$ cat src/design/diag_seq_map.vh
// constants shared by the diagnostic sequencer files
// assumes a 250 MHz system clock
`ifndef DIAG_SEQ_MAP_VH
`define DIAG_SEQ_MAP_VH

// register byte offsets
`define ENTRY_OFFSET 4'h0
`define STATUS_OFFSET 4'h4
`define LOOP_OFFSET 4'h8

// entry register fields
`define ENTRY_DIGITS_HI 15
`define ENTRY_SIGN_BIT 16
`define ENTRY_DP_LO 17
`define ENTRY_DP_HI 18
`define ENTRY_RESET 19'h00000

// display character codes
`define CHAR_MINUS 4'ha
`define CHAR_E 4'hb
`define CHAR_H 4'hc
`define CHAR_L 4'hd
`define CHAR_P 4'he
`define CHAR_BLANK 4'hf
`define CHAR_LAST 4'he

// reserved code digits: -59x.x
`define DIAG_HUNDREDS 4'h5
`define DIAG_TENS 4'h9
`define SEL_EXERCISE 8'h40
`define SEL_WATCHDOG 8'h20
`define SEL_HANDSHAKE 8'h02
`define LSD_FAST 4'h1
`define LSD_EXIT 4'h9

// decimal point positions (one-hot value of the dp output)
`define DP_TENTHS 4'h2
`define DP_THOUSANDTHS 4'h8
`define DP_UNITS 4'h1

// loop output
`define LOOP_MAX 14'h0fff
`define LOOP_FULL 12'hfff
`define LOOP_RESET 12'h000

// timing
`define CLOCK_MHZ 250
`define WDOG_TIME_MS 4000
`define STEP_TIME_MS 200
`define FAST_DIVIDE 8
`define WDOG_CYCLES (`WDOG_TIME_MS * 1000 * `CLOCK_MHZ)
`define STEP_CYCLES (`STEP_TIME_MS * 1000 * `CLOCK_MHZ)

`endif

$ cat src/design/pin_sync.v
// three-stage synchroniser for one pin input
// assumes the pin is asynchronous to CLOCK
`timescale 1ns/100ps
module pin_sync (
    input wire clock,
    input wire reset,
    input wire pin,
    output reg level
);
    reg s1;
    reg s2;
    reg s3;

    always @(posedge clock) begin
        if (reset) begin
            s1 <= 1'b0;
            s2 <= 1'b0;
            s3 <= 1'b0;
            level <= 1'b0;
        end else begin
            s1 <= pin;
            s2 <= s1;
            s3 <= s2;
            // a change counts once stages two and three agree
            if (s2 == s3) begin
                level <= s3;
            end
        end
    end
endmodule

$ cat src/design/watchdog_timer.v
// watchdog: expires when not kicked for the full timeout
// assumes kick comes from logic on the same clock
`timescale 1ns/100ps
module watchdog_timer #(
    parameter [31:0] TIMEOUT = 32'd1000000000
) (
    input wire clock,
    input wire reset,
    input wire kick,
    output reg expire
);
    reg [31:0] count;

    always @(posedge clock) begin
        if (reset) begin
            count <= 32'h00000000;
            expire <= 1'b0;
        end else if (kick || expire) begin
            count <= 32'h00000000;
            expire <= 1'b0;
        end else if (count >= TIMEOUT - 32'd1) begin
            count <= 32'h00000000;
            expire <= 1'b1;
        end else begin
            count <= count + 32'd1;
        end
    end
endmodule

$ cat src/design/controller_diagnostic_sequencer.v
// diagnostic test sequencer of a stand-alone process controller
// assumes software writes operator entries over the plain register port,
// and handshake and loop-select pins arrive asynchronously
`timescale 1ns/100ps
`include "diag_seq_map.vh"
module controller_diagnostic_sequencer #(
    parameter [31:0] WDOG_CYCLES = `WDOG_CYCLES,
    parameter [31:0] STEP_CYCLES = `STEP_CYCLES
) (
    input wire CLOCK,
    input wire RESET,
    input wire [3:0] ADDRESS,
    input wire [31:0] WRITE_DATA,
    input wire WRITE_STROBE,
    input wire READ_STROBE,
    output reg [31:0] READ_DATA,
    input wire READ_TEMP_REQUEST,
    input wire SETPOINT_VALID_STROBE,
    input wire LOOP_SELECT,
    output reg [15:0] SETPOINT_DISPLAY,
    output reg [15:0] MEASURED_DISPLAY,
    output reg [3:0] DECIMAL_POINT,
    output reg HEAT,
    output reg COOL,
    output reg AUX,
    output reg INCREASE_LED,
    output reg DECREASE_LED,
    output reg [11:0] LOOP_OUTPUT,
    output reg WATCHDOG_RESET
);
    localparam [5:0] S_IDLE = 6'h01;
    localparam [5:0] S_CHARS = 6'h02;
    localparam [5:0] S_DOTS = 6'h04;
    localparam [5:0] S_OUTS = 6'h08;
    localparam [5:0] S_STATUS = 6'h10;
    localparam [5:0] S_WDOG = 6'h20;
    localparam [31:0] FAST_CYCLES = STEP_CYCLES / `FAST_DIVIDE;

    reg [5:0] state;
    reg [18:0] entry;
    reg [3:0] step;
    reg [31:0] step_count;
    reg fast;
    reg power_up;
    reg kick;
    reg [15:0] normal_display;
    reg [3:0] normal_dp;
    wire expire;
    wire rst;
    wire [2:0] pin_level;
    wire read_temp;
    wire setpoint_valid_strobe;
    wire loop_absent;
    wire step_tick;
    wire write_entry;
    wire [18:0] new_entry;
    wire [3:0] char_now;
    wire state_legal;

    // watchdog expiry takes the block, all but the pin synchronisers, back to its start state
    assign rst = RESET | expire;
    assign read_temp = pin_level[0];
    assign setpoint_valid_strobe = pin_level[1];
    assign loop_absent = pin_level[2];
    assign write_entry = WRITE_STROBE && (ADDRESS == `ENTRY_OFFSET);
    assign new_entry = WRITE_DATA[18:0];
    assign step_tick = step_count >= ((fast ? FAST_CYCLES : STEP_CYCLES) - 32'd1);
    assign char_now = step;
    assign state_legal = (state == S_IDLE) || (state == S_CHARS) || (state == S_DOTS) ||
                         (state == S_OUTS) || (state == S_STATUS) || (state == S_WDOG);

    genvar g;
    generate
        for (g = 0; g < 3; g = g + 1) begin : sync
            pin_sync u_sync (
                .clock(CLOCK),
                .reset(RESET),
                .pin(g == 0 ? READ_TEMP_REQUEST : (g == 1 ? SETPOINT_VALID_STROBE : LOOP_SELECT)),
                .level(pin_level[g])
            );
        end
    endgenerate

    watchdog_timer #(
        .TIMEOUT(WDOG_CYCLES)
    ) u_wdog (
        .clock(CLOCK),
        .reset(RESET),
        .kick(kick),
        .expire(expire)
    );

    // true for the reserved -59x.x code series
    function is_diag;
        input [18:0] e;
        begin
            is_diag = e[`ENTRY_SIGN_BIT] && (e[15:12] == `DIAG_HUNDREDS) &&
                      (e[11:8] == `DIAG_TENS);
        end
    endfunction

    // level shown as the letter H or L
    function [3:0] hl;
        input b;
        begin
            hl = b ? `CHAR_H : `CHAR_L;
        end
    endfunction

    // four bcd digits to binary, clamped to the loop range
    function [11:0] loop_value;
        input [15:0] d;
        reg [13:0] v;
        begin
            v = {10'h000, d[15:12]} * 14'd1000 + {10'h000, d[11:8]} * 14'd100 +
                {10'h000, d[7:4]} * 14'd10 + {10'h000, d[3:0]};
            loop_value = (v > `LOOP_MAX) ? `LOOP_FULL : v[11:0];
        end
    endfunction

    // all four digits showing one character, leading digit never zero
    function [15:0] all_char;
        input [3:0] c;
        begin
            all_char = {(c == 4'h0) ? `CHAR_BLANK : c, c, c, c};
        end
    endfunction

    always @(posedge CLOCK) begin
        if (rst) begin
            state <= S_CHARS;
            entry <= `ENTRY_RESET;
            step <= 4'h0;
            step_count <= 32'h00000000;
            fast <= 1'b0;
            power_up <= 1'b1;
            kick <= 1'b0;
            normal_display <= {4{`CHAR_BLANK}};
            normal_dp <= 4'h0;
            READ_DATA <= 32'h00000000;
            SETPOINT_DISPLAY <= all_char(4'h0);
            MEASURED_DISPLAY <= all_char(4'h0);
            DECIMAL_POINT <= 4'h0;
            HEAT <= 1'b0;
            COOL <= 1'b0;
            AUX <= 1'b0;
            INCREASE_LED <= 1'b0;
            DECREASE_LED <= 1'b0;
            LOOP_OUTPUT <= `LOOP_RESET;
            // expiry itself forces this branch, so the flag is raised here
            WATCHDOG_RESET <= expire;
        end else begin
            WATCHDOG_RESET <= 1'b0;
            // an unknown state drops the kick for one cycle; the default branch returns it to S_IDLE
            kick <= state_legal && (state != S_WDOG);

            if (READ_STROBE) begin
                if (ADDRESS == `ENTRY_OFFSET) begin
                    READ_DATA <= {13'h0000, entry};
                end else if (ADDRESS == `STATUS_OFFSET) begin
                    READ_DATA <= {16'h0000, power_up, fast, step, loop_absent,
                                  setpoint_valid_strobe, read_temp, 1'b0, state};
                end else if (ADDRESS == `LOOP_OFFSET) begin
                    READ_DATA <= {20'h00000, LOOP_OUTPUT};
                end else begin
                    READ_DATA <= 32'h00000000;
                end
            end else begin
                READ_DATA <= 32'h00000000;
            end

            if (step_tick) begin
                step_count <= 32'h00000000;
            end else begin
                step_count <= step_count + 32'd1;
            end

            case (state)
                S_IDLE: begin
                    SETPOINT_DISPLAY <= entry[15:0];
                    MEASURED_DISPLAY <= normal_display;
                    DECIMAL_POINT <= normal_dp;
                    HEAT <= 1'b0;
                    COOL <= 1'b0;
                    AUX <= 1'b0;
                    INCREASE_LED <= 1'b0;
                    DECREASE_LED <= 1'b0;
                    if (write_entry) begin
                        entry <= new_entry;
                        step <= 4'h0;
                        step_count <= 32'h00000000;
                        fast <= 1'b0;
                        if (!is_diag(new_entry)) begin
                            normal_display <= new_entry[15:0];
                            normal_dp <= 4'h1 << new_entry[`ENTRY_DP_HI:`ENTRY_DP_LO];
                            if (!loop_absent) begin
                                LOOP_OUTPUT <= loop_value(new_entry[15:0]);
                            end
                        end else if (new_entry[7:0] == `SEL_EXERCISE) begin
                            state <= S_CHARS;
                        end else if (new_entry[7:0] == `SEL_WATCHDOG) begin
                            state <= S_WDOG;
                        end else if (new_entry[7:0] == `SEL_HANDSHAKE) begin
                            state <= S_STATUS;
                        end
                    end
                end
                S_CHARS: begin
                    SETPOINT_DISPLAY <= all_char(char_now);
                    MEASURED_DISPLAY <= all_char(char_now);
                    DECIMAL_POINT <= 4'h0;
                    if (step_tick) begin
                        if (step == `CHAR_LAST) begin
                            step <= 4'h0;
                            // at power-up only the digit cycle runs
                            state <= power_up ? S_IDLE : S_DOTS;
                            power_up <= 1'b0;
                        end else begin
                            step <= step + 4'h1;
                        end
                    end
                end
                S_DOTS: begin
                    SETPOINT_DISPLAY <= {4{`CHAR_BLANK}};
                    MEASURED_DISPLAY <= {4{`CHAR_BLANK}};
                    if (step == 4'h0) begin
                        DECIMAL_POINT <= `DP_TENTHS;
                    end else if (step == 4'h1) begin
                        DECIMAL_POINT <= `DP_THOUSANDTHS;
                    end else begin
                        DECIMAL_POINT <= `DP_UNITS;
                    end
                    if (step_tick) begin
                        if (step == 4'h2) begin
                            step <= 4'h0;
                            state <= S_OUTS;
                        end else begin
                            step <= step + 4'h1;
                        end
                    end
                end
                S_OUTS: begin
                    DECIMAL_POINT <= 4'h0;
                    HEAT <= (step == 4'h0);
                    INCREASE_LED <= (step == 4'h0);
                    COOL <= (step == 4'h1);
                    DECREASE_LED <= (step == 4'h1);
                    AUX <= (step == 4'h2);
                    if (step_tick) begin
                        if (step == 4'h2) begin
                            step <= 4'h0;
                            state <= S_IDLE;
                        end else begin
                            step <= step + 4'h1;
                        end
                    end
                end
                S_STATUS: begin
                    SETPOINT_DISPLAY <= entry[15:0];
                    MEASURED_DISPLAY <= {hl(read_temp), hl(setpoint_valid_strobe),
                                         hl(loop_absent), `CHAR_BLANK};
                    DECIMAL_POINT <= 4'h0;
                    if (write_entry) begin
                        entry <= new_entry;
                        state <= S_IDLE;
                    end
                end
                S_WDOG: begin
                    // kicks stay off here until the watchdog takes the block back
                    SETPOINT_DISPLAY <= entry[15:0];
                    MEASURED_DISPLAY <= {4{`CHAR_BLANK}};
                    DECIMAL_POINT <= 4'h0;
                end
                default: begin
                    state <= S_IDLE;
                end
            endcase

            // operator entries while the exercise runs
            if (write_entry && ((state == S_CHARS) || (state == S_DOTS) ||
                                (state == S_OUTS)) && !power_up) begin
                if (new_entry[3:0] == `LSD_FAST) begin
                    fast <= 1'b1;
                end else if (new_entry[3:0] == `LSD_EXIT) begin
                    state <= S_IDLE;
                    step <= 4'h0;
                    HEAT <= 1'b0;
                    COOL <= 1'b0;
                    AUX <= 1'b0;
                    INCREASE_LED <= 1'b0;
                    DECREASE_LED <= 1'b0;
                end
            end
        end
    end
endmodule

$ cat config.mk
export PLATFORM = sky130hd
export DESIGN_NAME = controller_diagnostic_sequencer
export DESIGN_NICKNAME = d
export VERILOG_FILES = /design/src/design/pin_sync.v /design/src/design/watchdog_timer.v /design/src/design/controller_diagnostic_sequencer.v
export VERILOG_INCLUDE_DIRS = /design/src /design/src/design
export SDC_FILE = /design/constraint.sdc
export NUM_CORES = 1
export LEC_CHECK = 0
export BUFFER_PORTS_ARGS = -buffer_cell sky130_fd_sc_hd__buf_2
export CORE_ASPECT_RATIO = 1.1
export CORE_MARGIN = 2
export CORE_UTILIZATION = 49
export CTS_BUF_LIST = sky130_fd_sc_hd__clkbuf_16
export DETAILED_ROUTE_END_ITERATION = 7
export GPL_TIMING_DRIVEN = 0
export PLACE_DENSITY = 0.76
export SLEW_MARGIN = 20
export SYNTH_ARGS = -nofsm -noshare
export SYNTH_HDL_FRONTEND = slang
export SYNTH_SLANG_ARGS = --single-unit
$ cat constraint.sdc
create_clock -name CLOCK -period 9.2 [get_ports CLOCK]
set_input_delay 0 -clock CLOCK [delete_from_list [all_inputs] [get_ports CLOCK]]
set_output_delay 0 -clock CLOCK [all_outputs]
set_load 0.05 [all_outputs]
==> impl_metrics.ini, run 1 <==
[run_status]
status = completed

[global_routing]
grtUsageMet1_pct = 29.6
grt_use_met3_pct = 3.44
first_global_vias = 9141
grt_max_degree = 15
grt_usage_pct = 24.9
use_met2_pct = 43.7
grt_pass1_wl_um = 45100
antenna_found_initial = 0
top_usage_layer = met2
overflow = 0

[pwr]
p_leak_uw = 0.00524
ir_drop_v = 0.000202
power.density_mw_per_mm2 = 240

[sta]
skew_ns = 0.0163
relSlewSlack_pct = 51.1
tightest_slew_ns = 0.727
min_period_ns = 4.78
grt_setup_unrepaired = false
finalCritPeriodShare_pct = 51.9
fin_tns_setup_ns = 0
finalHoldViolCount = 0
fmax_mhz = 209
report.final.slew_viol_count = 0
setup_viol = 0

[setup_path]
arrival_ns = 5.13
criticalPathCategory = in2reg
crit_path_end_kind = register
start_kind = input pin
critical_path.max_fanout = 10
cp_data_required_time_ns = 9.56

[logic_synthesis]
ys_seq_area_share_pct = 38.7
synth.area.mux_share_pct = 0.789
synth.cell_area_mm2 = 0.0105
synth_top_family_by_area = simple AND/OR/NAND/NOR gates
ys_types = 82
ys_ff_latch = 202
synth-edff-count = 0
ys.flop_type = dfxtp_1
yosys.area_share.adder_pct = 11.9
synthSimpleGateAreaFrac_pct = 22.8
synthXorXnorAreaFrac_pct = 6.11
yosys_warnings = 0
postSynthAreaPerCell_um2 = 8.66
synth_compound_area_share_pct = 14.2
synth_cells = 1208
synthArstFlopShare_pct = 0

[placed_design]
io_buffers = 101
postPlaceCellArea_mm2 = 0.0114
place.gp.congestion = 0.967
dp_hpwl_um = 20900
placed_cells = 1618

[cells_and_area]
num-fill-cells = 1935
utilization_pct = 58.4
fin_cells = 1683
drive_above_1_share_pct = 14.8
final_area_mm2 = 0.0124
area_growth_pct = 18.1
layout_common_cells = dfxtp_1, nand2_1, nor2_1, buf_2, a21oi_1
final_common_cell = dfxtp_1
final_net_count = 1511
n_antenna_cell = 0

[floorplan]
num_rows = 56
top_level_ports = 129
die_h_um = 157
start_util_pct = 49.4
core_mm2 = 0.0212
floorplan.die_area_mm2 = 0.0225
die_w_um = 143

[detailed_routing]
vias = 9152
ant_nets = 0
via_per_inst = 5.44
first_pass_iters = 5
drcViolationCount = 0
wl_per_cell_um = 16.5
drtIter0Drc = 599
drt_wl_total_um = 27800

[clock_network]
clkTransAtPathRegs_ns = 0.06
cts_root_buffer = clkbuf_16
cts.htree.levels = 1
clkSinkCount = 202
cts_max_path_buffers = 3
cts_tree = built
cts_resized = 0
clkLatencyLatePin_ns = 0.50
cts_buffers = 21

[hold_path]
hold_class = in2reg

[flow_run]
drv_cap = 0
-- power by group --
| part | switching (uW) | internal, uW |
|---|---|---|
| Combinational | 762 | 365 |
| Sequential | 56.2 | 949 |
| Clock | 338 | 498 |
| Total | 1160 | 1810 |
-- kinds of logic after synthesis --
kind of cell | after synthesis
flip-flops | 202
multiplexers | 8
XOR/XNOR | 73
AND/OR/NAND/NOR | 477
AO/OA/AOI/OAI | 236
buffers and inverters | 122
adder cells (fa/ha/maj) | 89
other | 1
-- area by class of cell --
cell class,count,area [um^2],area share (%)
multi-input combinational,903,5900,47.7
sequential,202,4040,32.7
timing repair buffer,129,786,6.36
clock buffer,21,526,4.25
buffer,67,383,3.10
tap,290,363,2.94
inverter,55,206,1.67
clock inverter,16,150,1.21
-- flip-flops by register name, indices dropped and copies added, names as in the netlist, 3 cells and up --
name and cells:
DECIMAL_POINT 4, sync.u_sync.s2 3, LOOP_OUTPUT 12, sync.u_sync.s3 3, READ_DATA 19, u_wdog.count 32
SETPOINT_DISPLAY 16, entry 19, MEASURED_DISPLAY 16, normal_dp 4, normal_display 16, sync.u_sync.level 3
char_now 4, step_count 32, state 6, sync.u_sync.s1 3
-- Yosys cell counts (all sizes together), types with 5 or more instances --
cell type	n	share of area (%)
a211oi	5	0.36
a21o	7	0.51
a21oi	85	4.2
a22oi	13	0.93
a31oi	16	0.96
and2	13	0.78
and3	15	0.97
and4	9	0.75
buf	32	2.2
clkbuf	35	1.4
dfxtp	202	39
fa	17	3.3
ha	72	8.6
inv	55	2.0
mux2i	6	0.57
nand2	146	5.3
nand2b	11	0.66
nand3	47	2.4
nand3b	5	0.36
nand4	14	0.90
nor2	127	4.9
nor2b	14	0.84
nor3	46	2.4
nor3b	7	0.55
o211ai	16	1.1
o21a	7	0.50
o21ai	52	2.5
o221ai	5	0.42
or2	5	0.30
or4	6	0.50
xnor2	28	2.3
xor2	45	3.8
-- worst max-delay path, stage by stage --
cell           delay (ns)
dlygate4sd3_1        0.53
buf_2                0.19
fa_1                 0.66
fa_1                 0.46
ha_1                 0.36
a21o_1               0.17
a21oi_1              0.23
xnor2_1              0.17
ha_1                 0.26
ha_1                 0.31
ha_1                 0.36
o21ai_0              0.25
nand2b_1             0.09
a21oi_1              0.14
a21oi_1              0.07
xnor2_1              0.33
clkbuf_1             0.38
a31oi_1              0.14
-- stage by stage --
step / hold WS [ns] / power [uW] / setup WS, ns
4_1_cts: 0.00722 / 2970 / 4.44
6_report: 0.0286 / 2970 / 4.42
3_3_place_gp: 0.212 / 2100 / 4.61
2_1_floorplan: 0.0716 / 1830 / 5.21
5_1_grt: 0.0639 / 3130 / 4.10
3_5_place_dp: 0.212 / 2120 / 4.49
-- repair_timing --
item	4_1_cts	5_1_grt
buffers inserted	0	0
hold buffers	28	0
hold endpoints to repair	52	0
-- worst paths after layout --
path | slack [ns] | cells after the start | start | to
worst max register to register | 6.45 | 8 | fast$_SDFF_PP0_ | step_count[26]$_SDFF_PP0_
worst min register to register | 0.42 | 1 | kick$_SDFF_PP0_ | u_wdog.expire$_SDFFE_PP0P_
worst min-delay path | 0.03 | 4 | ADDRESS[1] | READ_DATA[1]$_SDFF_PP0_
worst max-delay path | 4.42 | 18 | WRITE_DATA[14] | LOOP_OUTPUT[11]$_SDFFE_PP0P_
-- layer usage --
| layer | wire (um) | share of wire, % |
|---|---|---|
| met4 | 1460 | 5.3 |
| met2 | 13800 | 50 |
| met3 | 1360 | 4.9 |
| met5 | 0 | 0 |
| met1 | 11200 | 40 |
Power figures use the tool's default switching activity.
==> inputs of run 2 (changes only) <==
ABC_AREA = 1   (was not set)
clock period = 5 ns   (was 9.2 ns; I/O delays follow)
==> run 2 against run 1 <==
Synthesized cell count rose by 24%. Area after synthesis rose by 5.2%. Worst hold slack improved by 0.048 ns. Clock power rose by 91%. Cell count rose by 18%. Sequential share of layout area fell by 1.5 points. Critical path type unchanged. Largest cell class unchanged. Setup slack got worse by 4.1 ns. Register-to-register slack got worse by 4.2 ns. Via count rose by 14%. Largest power group unchanged. Critical endpoint is now LOOP_OUTPUT[6]$_SDFFE_PP0P_. First-iteration DRC count rose by 27%.
==> impl_metrics.ini, run 2 <==
[floorplan]
num_rows = 57
die_w_um = 147
top_level_ports = 129
die_h_um = 161
floorplan.die_area_mm2 = 0.0237
start_util_pct = 49.9
core_mm2 = 0.0220

[logic_synthesis]
yosys_warnings = 0
synth_area_leaders = dfxtp_1, nand2_1, ha_1
synthTopCellsByCount = nand2_1, inv_1, dfxtp_1
synth-edff-count = 0
synth.most_common_cell = nand2_1
ys_ff_latch = 202
ys_seq_area_share_pct = 36.7
ys_types = 52
postSynthAreaPerCell_um2 = 7.34
synth_cells = 1500
ys.flop_type = dfxtp_1
synth.cell_area_mm2 = 0.0110
synthArstFlopShare_pct = 0
synth_top_area_share_pct = 36.7
synth.largest_area_cell = dfxtp_1

[cells_and_area]
layout_common_cells = nand2_1, inv_1, dfxtp_1, nor2_1, a21oi_1
area_growth_pct = 17.7
utilization_pct = 58.8
num-fill-cells = 2001
final_net_count = 1806
drive_above_1_share_pct = 12.0
final_common_cell = nand2_1
multiInputGateArea_mm2 = 0.00588
seqCellArea_mm2 = 0.00404
n_antenna_cell = 0
reg_top3 = step_count: 32 flops, u_wdog.count: 32 flops

[sta]
setup_ws_ns = 0.357
fmax_mhz = 215
report.final.slew_viol_count = 0
grt_setup_unrepaired = false
hold_slack_ns = 0.0769
finalHoldViolCount = 0
relSlewSlack_pct = 31.6
finalCritPeriodShare_pct = 92.9
tightest_slew_ns = 1.02
skew_ns = 0.0162
setup_viol = 0
fin_tns_setup_ns = 0
min_period_ns = 4.64

[clock_network]
cts_resized = 0
cts_buffers = 21
clkLatencyLatePin_ns = 0.50
cts_max_path_buffers = 3
cts_root_buffer = clkbuf_16
cts_tree = built
cts.htree.levels = 1
cts_setup_buffers = 0
clkTransAtPathRegs_ns = 0.06
hold_buffers = 30
clkSinkCount = 202

[detailed_routing]
wl_per_cell_um = 14.8
first_pass_iters = 5
vias = 10400
via_per_inst = 5.24
drtIter0Drc = 758
ant_nets = 0
drt_wl_total_um = 29300
drcViolationCount = 0

[setup_path]
r2r_cells = 13
arrival_ns = 5.04
crit_chain = dlygate4sd3_1 > buf_2 > fa_1 > fa_1 > inv_1 > ha_1 > nand2_1 > o21ai_0 > xor2_1 > inv_1 > ha_1 > ha_1 > ha_1 > nand2_1 > nor3_1 > nand3_1 > nand3_1 > nand3_1 > nand2_1 > buf_2 > nand3_1 > nand2_1 > inv_1
slowest_stage = fa_1
slowest_delay_ns = 0.55
crit_path_end_kind = register
start_kind = input pin
criticalPathCategory = in2reg
cp_data_required_time_ns = 5.40
critical_path.max_fanout = 10

[pwr]
combPwrFrac_pct = 39.2
power_frac_clock_pct = 27.9
ir_drop_v = 0.000337
swShare_pct = 40.3
p_sw_uw = 2310
p_int_uw = 3420
power_frac_seq_pct = 32.9
power_uw = 5730
power.density_mw_per_mm2 = 442
p_leak_uw = 0.00582

[global_routing]
grt_pass1_wl_um = 47600
first_global_vias = 10000
antenna_found_initial = 0
overflow = 0
grt_usage_pct = 24.5
grt_max_degree = 16

[run_status]
status = completed

[placed_design]
dp_hpwl_um = 22200
place.gp.congestion = 0.934
place_ws_ns = 0.426
io_buffers = 102

[flow_run]
drv_cap = 0

[hold_path]
hold_class = in2reg
hold_path_depth = 4
-- run 2: cell count changes after synthesis, moves of 12 or more --
cell / previous run / this run
inv_1: 55 / 215
nand2_1: 145 / 284
nand3_1: 46 / 83
a21oi_1: 81 / 117
nor2_1: 114 / 146
xor2_1: 45 / 22
o21ai_0: 48 / 68
xnor2_1: 28 / 11
nand4_1: 13 / 27
a31oi_1: 16 / 29
and2_1: 13 / 0
nor2b_1: 14 / 1
a22oi_1: 13 / 1
and3_1: 12 / 0
-- run 2: final cells by class --
| class | count | share of cell area [%] |
|---|---|---|
| multi-input cells | 1037 | 45.4 |
| flip-flops and latches | 202 | 31.2 |
| inverters | 225 | 6.58 |
| repair buffers | 132 | 6.26 |
| clock buffers | 21 | 4.06 |
| well taps | 295 | 2.85 |
| plain buffers | 55 | 2.29 |
| clock inverters | 14 | 1.29 |
-- run 2: layer usage --
layer	wire length, um	vias to the layer above	part of all wire [%]	track usage (%)
met1	12100	4745	41	29.1
met3	1670	87	5.7	3.36
li1	-	5220	-	-
met4	1250	0	4.2	11.6
met5	0	-	0	0
met2	14300	338	49	43.5
-- run 2: stage by stage --
| step | instance area [um^2] | std cells |
|---|---|---|
| final | 12900 | 1981 |
| after global routing | 12900 | 1981 |
| after CTS | 12900 | 1981 |
| after detailed placement | 12000 | 1916 |
| after global placement | 12000 | 1916 |
| after floorplan | 11100 | 1519 |
-- run 2: kinds of logic (layout without fill, tap and decap cells) --
family	after synthesis	after routing	synth area share (%)
simple gates	631	631	25.5
buf+inv	280	447	10.4
compound gates	264	264	13.4
flops	202	202	36.7
fa+ha+maj	89	89	11.3
xor+xnor	33	33	2.63
other cells	1	20	0.0341
-- run 2: final timing paths --
path / startpoint / end / slack (ns)
setup reg to reg: fast$_SDFF_PP0_ / state[0]$_SDFF_PP0_ / 2.26
hold reg to reg: sync[1].u_sync.s1$_SDFF_PP0_ / sync[1].u_sync.s2$_SDFF_PP0_ / 0.41
hold / removal: WRITE_STROBE / state[4]$_SDFF_PP0_ / 0.08
setup / recovery: WRITE_DATA[13] / LOOP_OUTPUT[6]$_SDFFE_PP0P_ / 0.36
-- run 2: power groups by stage --
| stage | combinational, uW | clock [uW] | sequential, uW |
|---|---|---|---|
| after floorplan | 1320 | 0 | 2260 |
| after global placement | 2180 | 0 | 1920 |
| after detailed placement | 2200 | 0 | 1920 |
| after CTS | 2230 | 1620 | 1880 |
| after global routing | 2480 | 1690 | 1900 |
| final | 2240 | 1600 | 1890 |
-- run 2: critical path: cells and delay by family --
kind | cells | cell delay, ns
fa+ha+maj | 6 | 2.41
compound gates | 1 | 0.31
xor+xnor | 1 | 0.20
buf+inv | 6 | 1.09
simple gates | 9 | 1.04
==> inputs of run 3 (changes only) <==
CORE_ASPECT_RATIO = 0.8   (was 1.1)
==> run 3 against run 2 <==
Routed wire length grew 3.9%. Worst hold slack lost 0.038 ns. Core utilization shrank 0.41 points. Clock-buffer cell count grew 2.
==> impl_metrics.ini, run 3 (same netlist as run 2, synthesis figures left out) <==
[detailed_routing]
first_pass_iters = 6
drt_wl_total_um = 30500
via_per_inst = 5.32
drtIter0Drc = 953
ant_nets = 0
drcViolationCount = 0
vias = 10600
wl_per_cell_um = 15.3

[cells_and_area]
num-fill-cells = 2112
seqCellArea_mm2 = 0.00404
multiInputGateArea_mm2 = 0.00588
reg_top3 = step_count: 32 flops, u_wdog.count: 32 flops
layout_common_cells = nand2_1, inv_1, dfxtp_1, nor2_1, a21oi_1
final_net_count = 1805
utilization_pct = 58.4
drive_above_1_share_pct = 12.2
area_growth_pct = 18.0
final_common_cell = nand2_1

[floorplan]
core_mm2 = 0.0223
floorplan.die_area_mm2 = 0.0237
num_rows = 49
top_level_ports = 129
die_h_um = 138
die_w_um = 172
start_util_pct = 49.5

[global_routing]
antenna_found_initial = 1
grt_pass1_wl_um = 48800
first_global_vias = 9616
grt_usage_pct = 25.5
grt_max_degree = 14
overflow = 0

[setup_path]
cp_num_cells = 23
r2r_cells = 13
critPathLaunch = WRITE_DATA[14]
slowest_delay_ns = 0.57
crit_family = adder cells
r2r_slack_ns = 2.11
arrival_ns = 5.07
crit_chain = dlygate4sd3_1 > buf_2 > fa_1 > fa_1 > inv_1 > ha_1 > nand2_1 > o21ai_0 > xor2_1 > inv_1 > ha_1 > ha_1 > ha_1 > nand2_1 > nor3_1 > nand3_1 > nand3_1 > nand3_1 > nand2_1 > buf_2 > nand3_1 > nand2_1 > inv_1
cp_data_required_time_ns = 5.40
critical_path.max_fanout = 10
crit_end = LOOP_OUTPUT[4]$_SDFFE_PP0P_
timing.rr.start = fast$_SDFF_PP0_
criticalPathCategory = in2reg
start_kind = input pin
r2r-end = state[0]$_SDFF_PP0_
worst-path-buf-inv = 6
crit_path_end_kind = register
slowest_stage = fa_1

[sta]
report.final.slew_viol_count = 0
grt_setup_unrepaired = false
tightest_slew_ns = 0.868
finalHoldViolCount = 0
skew_ns = 0.0174
hold_slack_ns = 0.0386
relSlewSlack_pct = 41.7
finalCritPeriodShare_pct = 93.4
fin_tns_setup_ns = 0
min_period_ns = 4.67
fmax_mhz = 214
setup_viol = 0

[run_status]
status = completed

[clock_network]
cts_root_buffer = clkbuf_16
clkTransAtPathRegs_ns = 0.06
cts_tree = built
cts.htree.levels = 1
cts_setup_buffers = 0
clkSinkCount = 202
clkLatencyLatePin_ns = 0.51
cts_max_path_buffers = 3
cts_buffers = 22

[hold_path]
hold_path_depth = 5
hold_class = in2reg

[pwr]
ir_drop_v = 0.000331
p_leak_uw = 0.00583
power.density_mw_per_mm2 = 447

[placed_design]
dp_hpwl_um = 23400
io_buffers = 102
place.gp.congestion = 0.969

[flow_run]
drv_cap = 0
==> run 3: cell count changes in the layout (fill, tap and decap cells not counted) <==
cell,delta
clkbuf_16,+2
dlygate4sd3_1,-2
clkinv_1,-1
clkinv_2,+1
clkinvlp_4,-1
diode_2,+1
inv_1,-1
==> run 3: power by group <==
part	internal (uW)	leakage [uW]	switching [uW]	total [uW]
Clock	1030	0.000367	629	1660
Combinational	695	0.00383	1570	2270
Sequential	1760	0.00164	124	1880
==> run 3: cell type report <==
cell class	instances	area share [%]
antenna	1	0.0193
buffer	55	2.28
sequential	202	31.1
multi-input combinational	1037	45.3
tap	306	2.95
timing repair buffer	130	6.09
inverter	225	6.56
clock buffer	23	4.43
clock inverter	12	1.21
==> run 3: tightest hold or removal path: stages <==
cell and delay (ns):
buf_2 0.13, nand2_1 0.06, nor2_1 0.05, nand2_1 0.07
a31oi_1 0.14
==> run 3: worst min-delay path by stage <==
stage / slack (ns) / start / to
2_1_floorplan: 0.08 / RESET / sync[1].u_sync.level$_SDFFE_PP0N_
3_3_place_gp: 0.21 / READ_TEMP_REQUEST / sync[0].u_sync.s1$_SDFF_PP0_
3_5_place_dp: 0.22 / LOOP_SELECT / sync[2].u_sync.s1$_SDFF_PP0_
4_1_cts: 0.02 / ADDRESS[2] / READ_DATA[12]$_SDFF_PP0_
5_1_grt: 0.05 / WRITE_STROBE / state[4]$_SDFF_PP0_
6_report: 0.04 / ADDRESS[3] / READ_DATA[0]$_SDFF_PP0_
==> run 3: stage by stage <==
stage | worst slack (ns) | instance area [um^2] | cells | power [uW]
after global placement | 0.597 | 12000 | 1927 | 4070
after global routing | 0.0152 | 13000 | 1991 | 6140
after detailed placement | 0.442 | 12000 | 1927 | 4110
after floorplan | 1.12 | 11100 | 1519 | 3580
after CTS | 0.390 | 13000 | 1990 | 5800
final | 0.329 | 13000 | 1991 | 5810
==> run 3: repair_timing <==
| action | CTS | global route |
|---|---|---|
| hold buffers | 28 | 0 |
| endpoints found under the hold margin | 46 | 0 |
| gates resized for setup | 0 | 0 |
==> run 3: metal layers <==
metal	GRT usage (%)	wire length, um
met2	37.8	12900
met3	4.41	2740
met4	7.58	903
met5	0	0
met1	37.8	13900
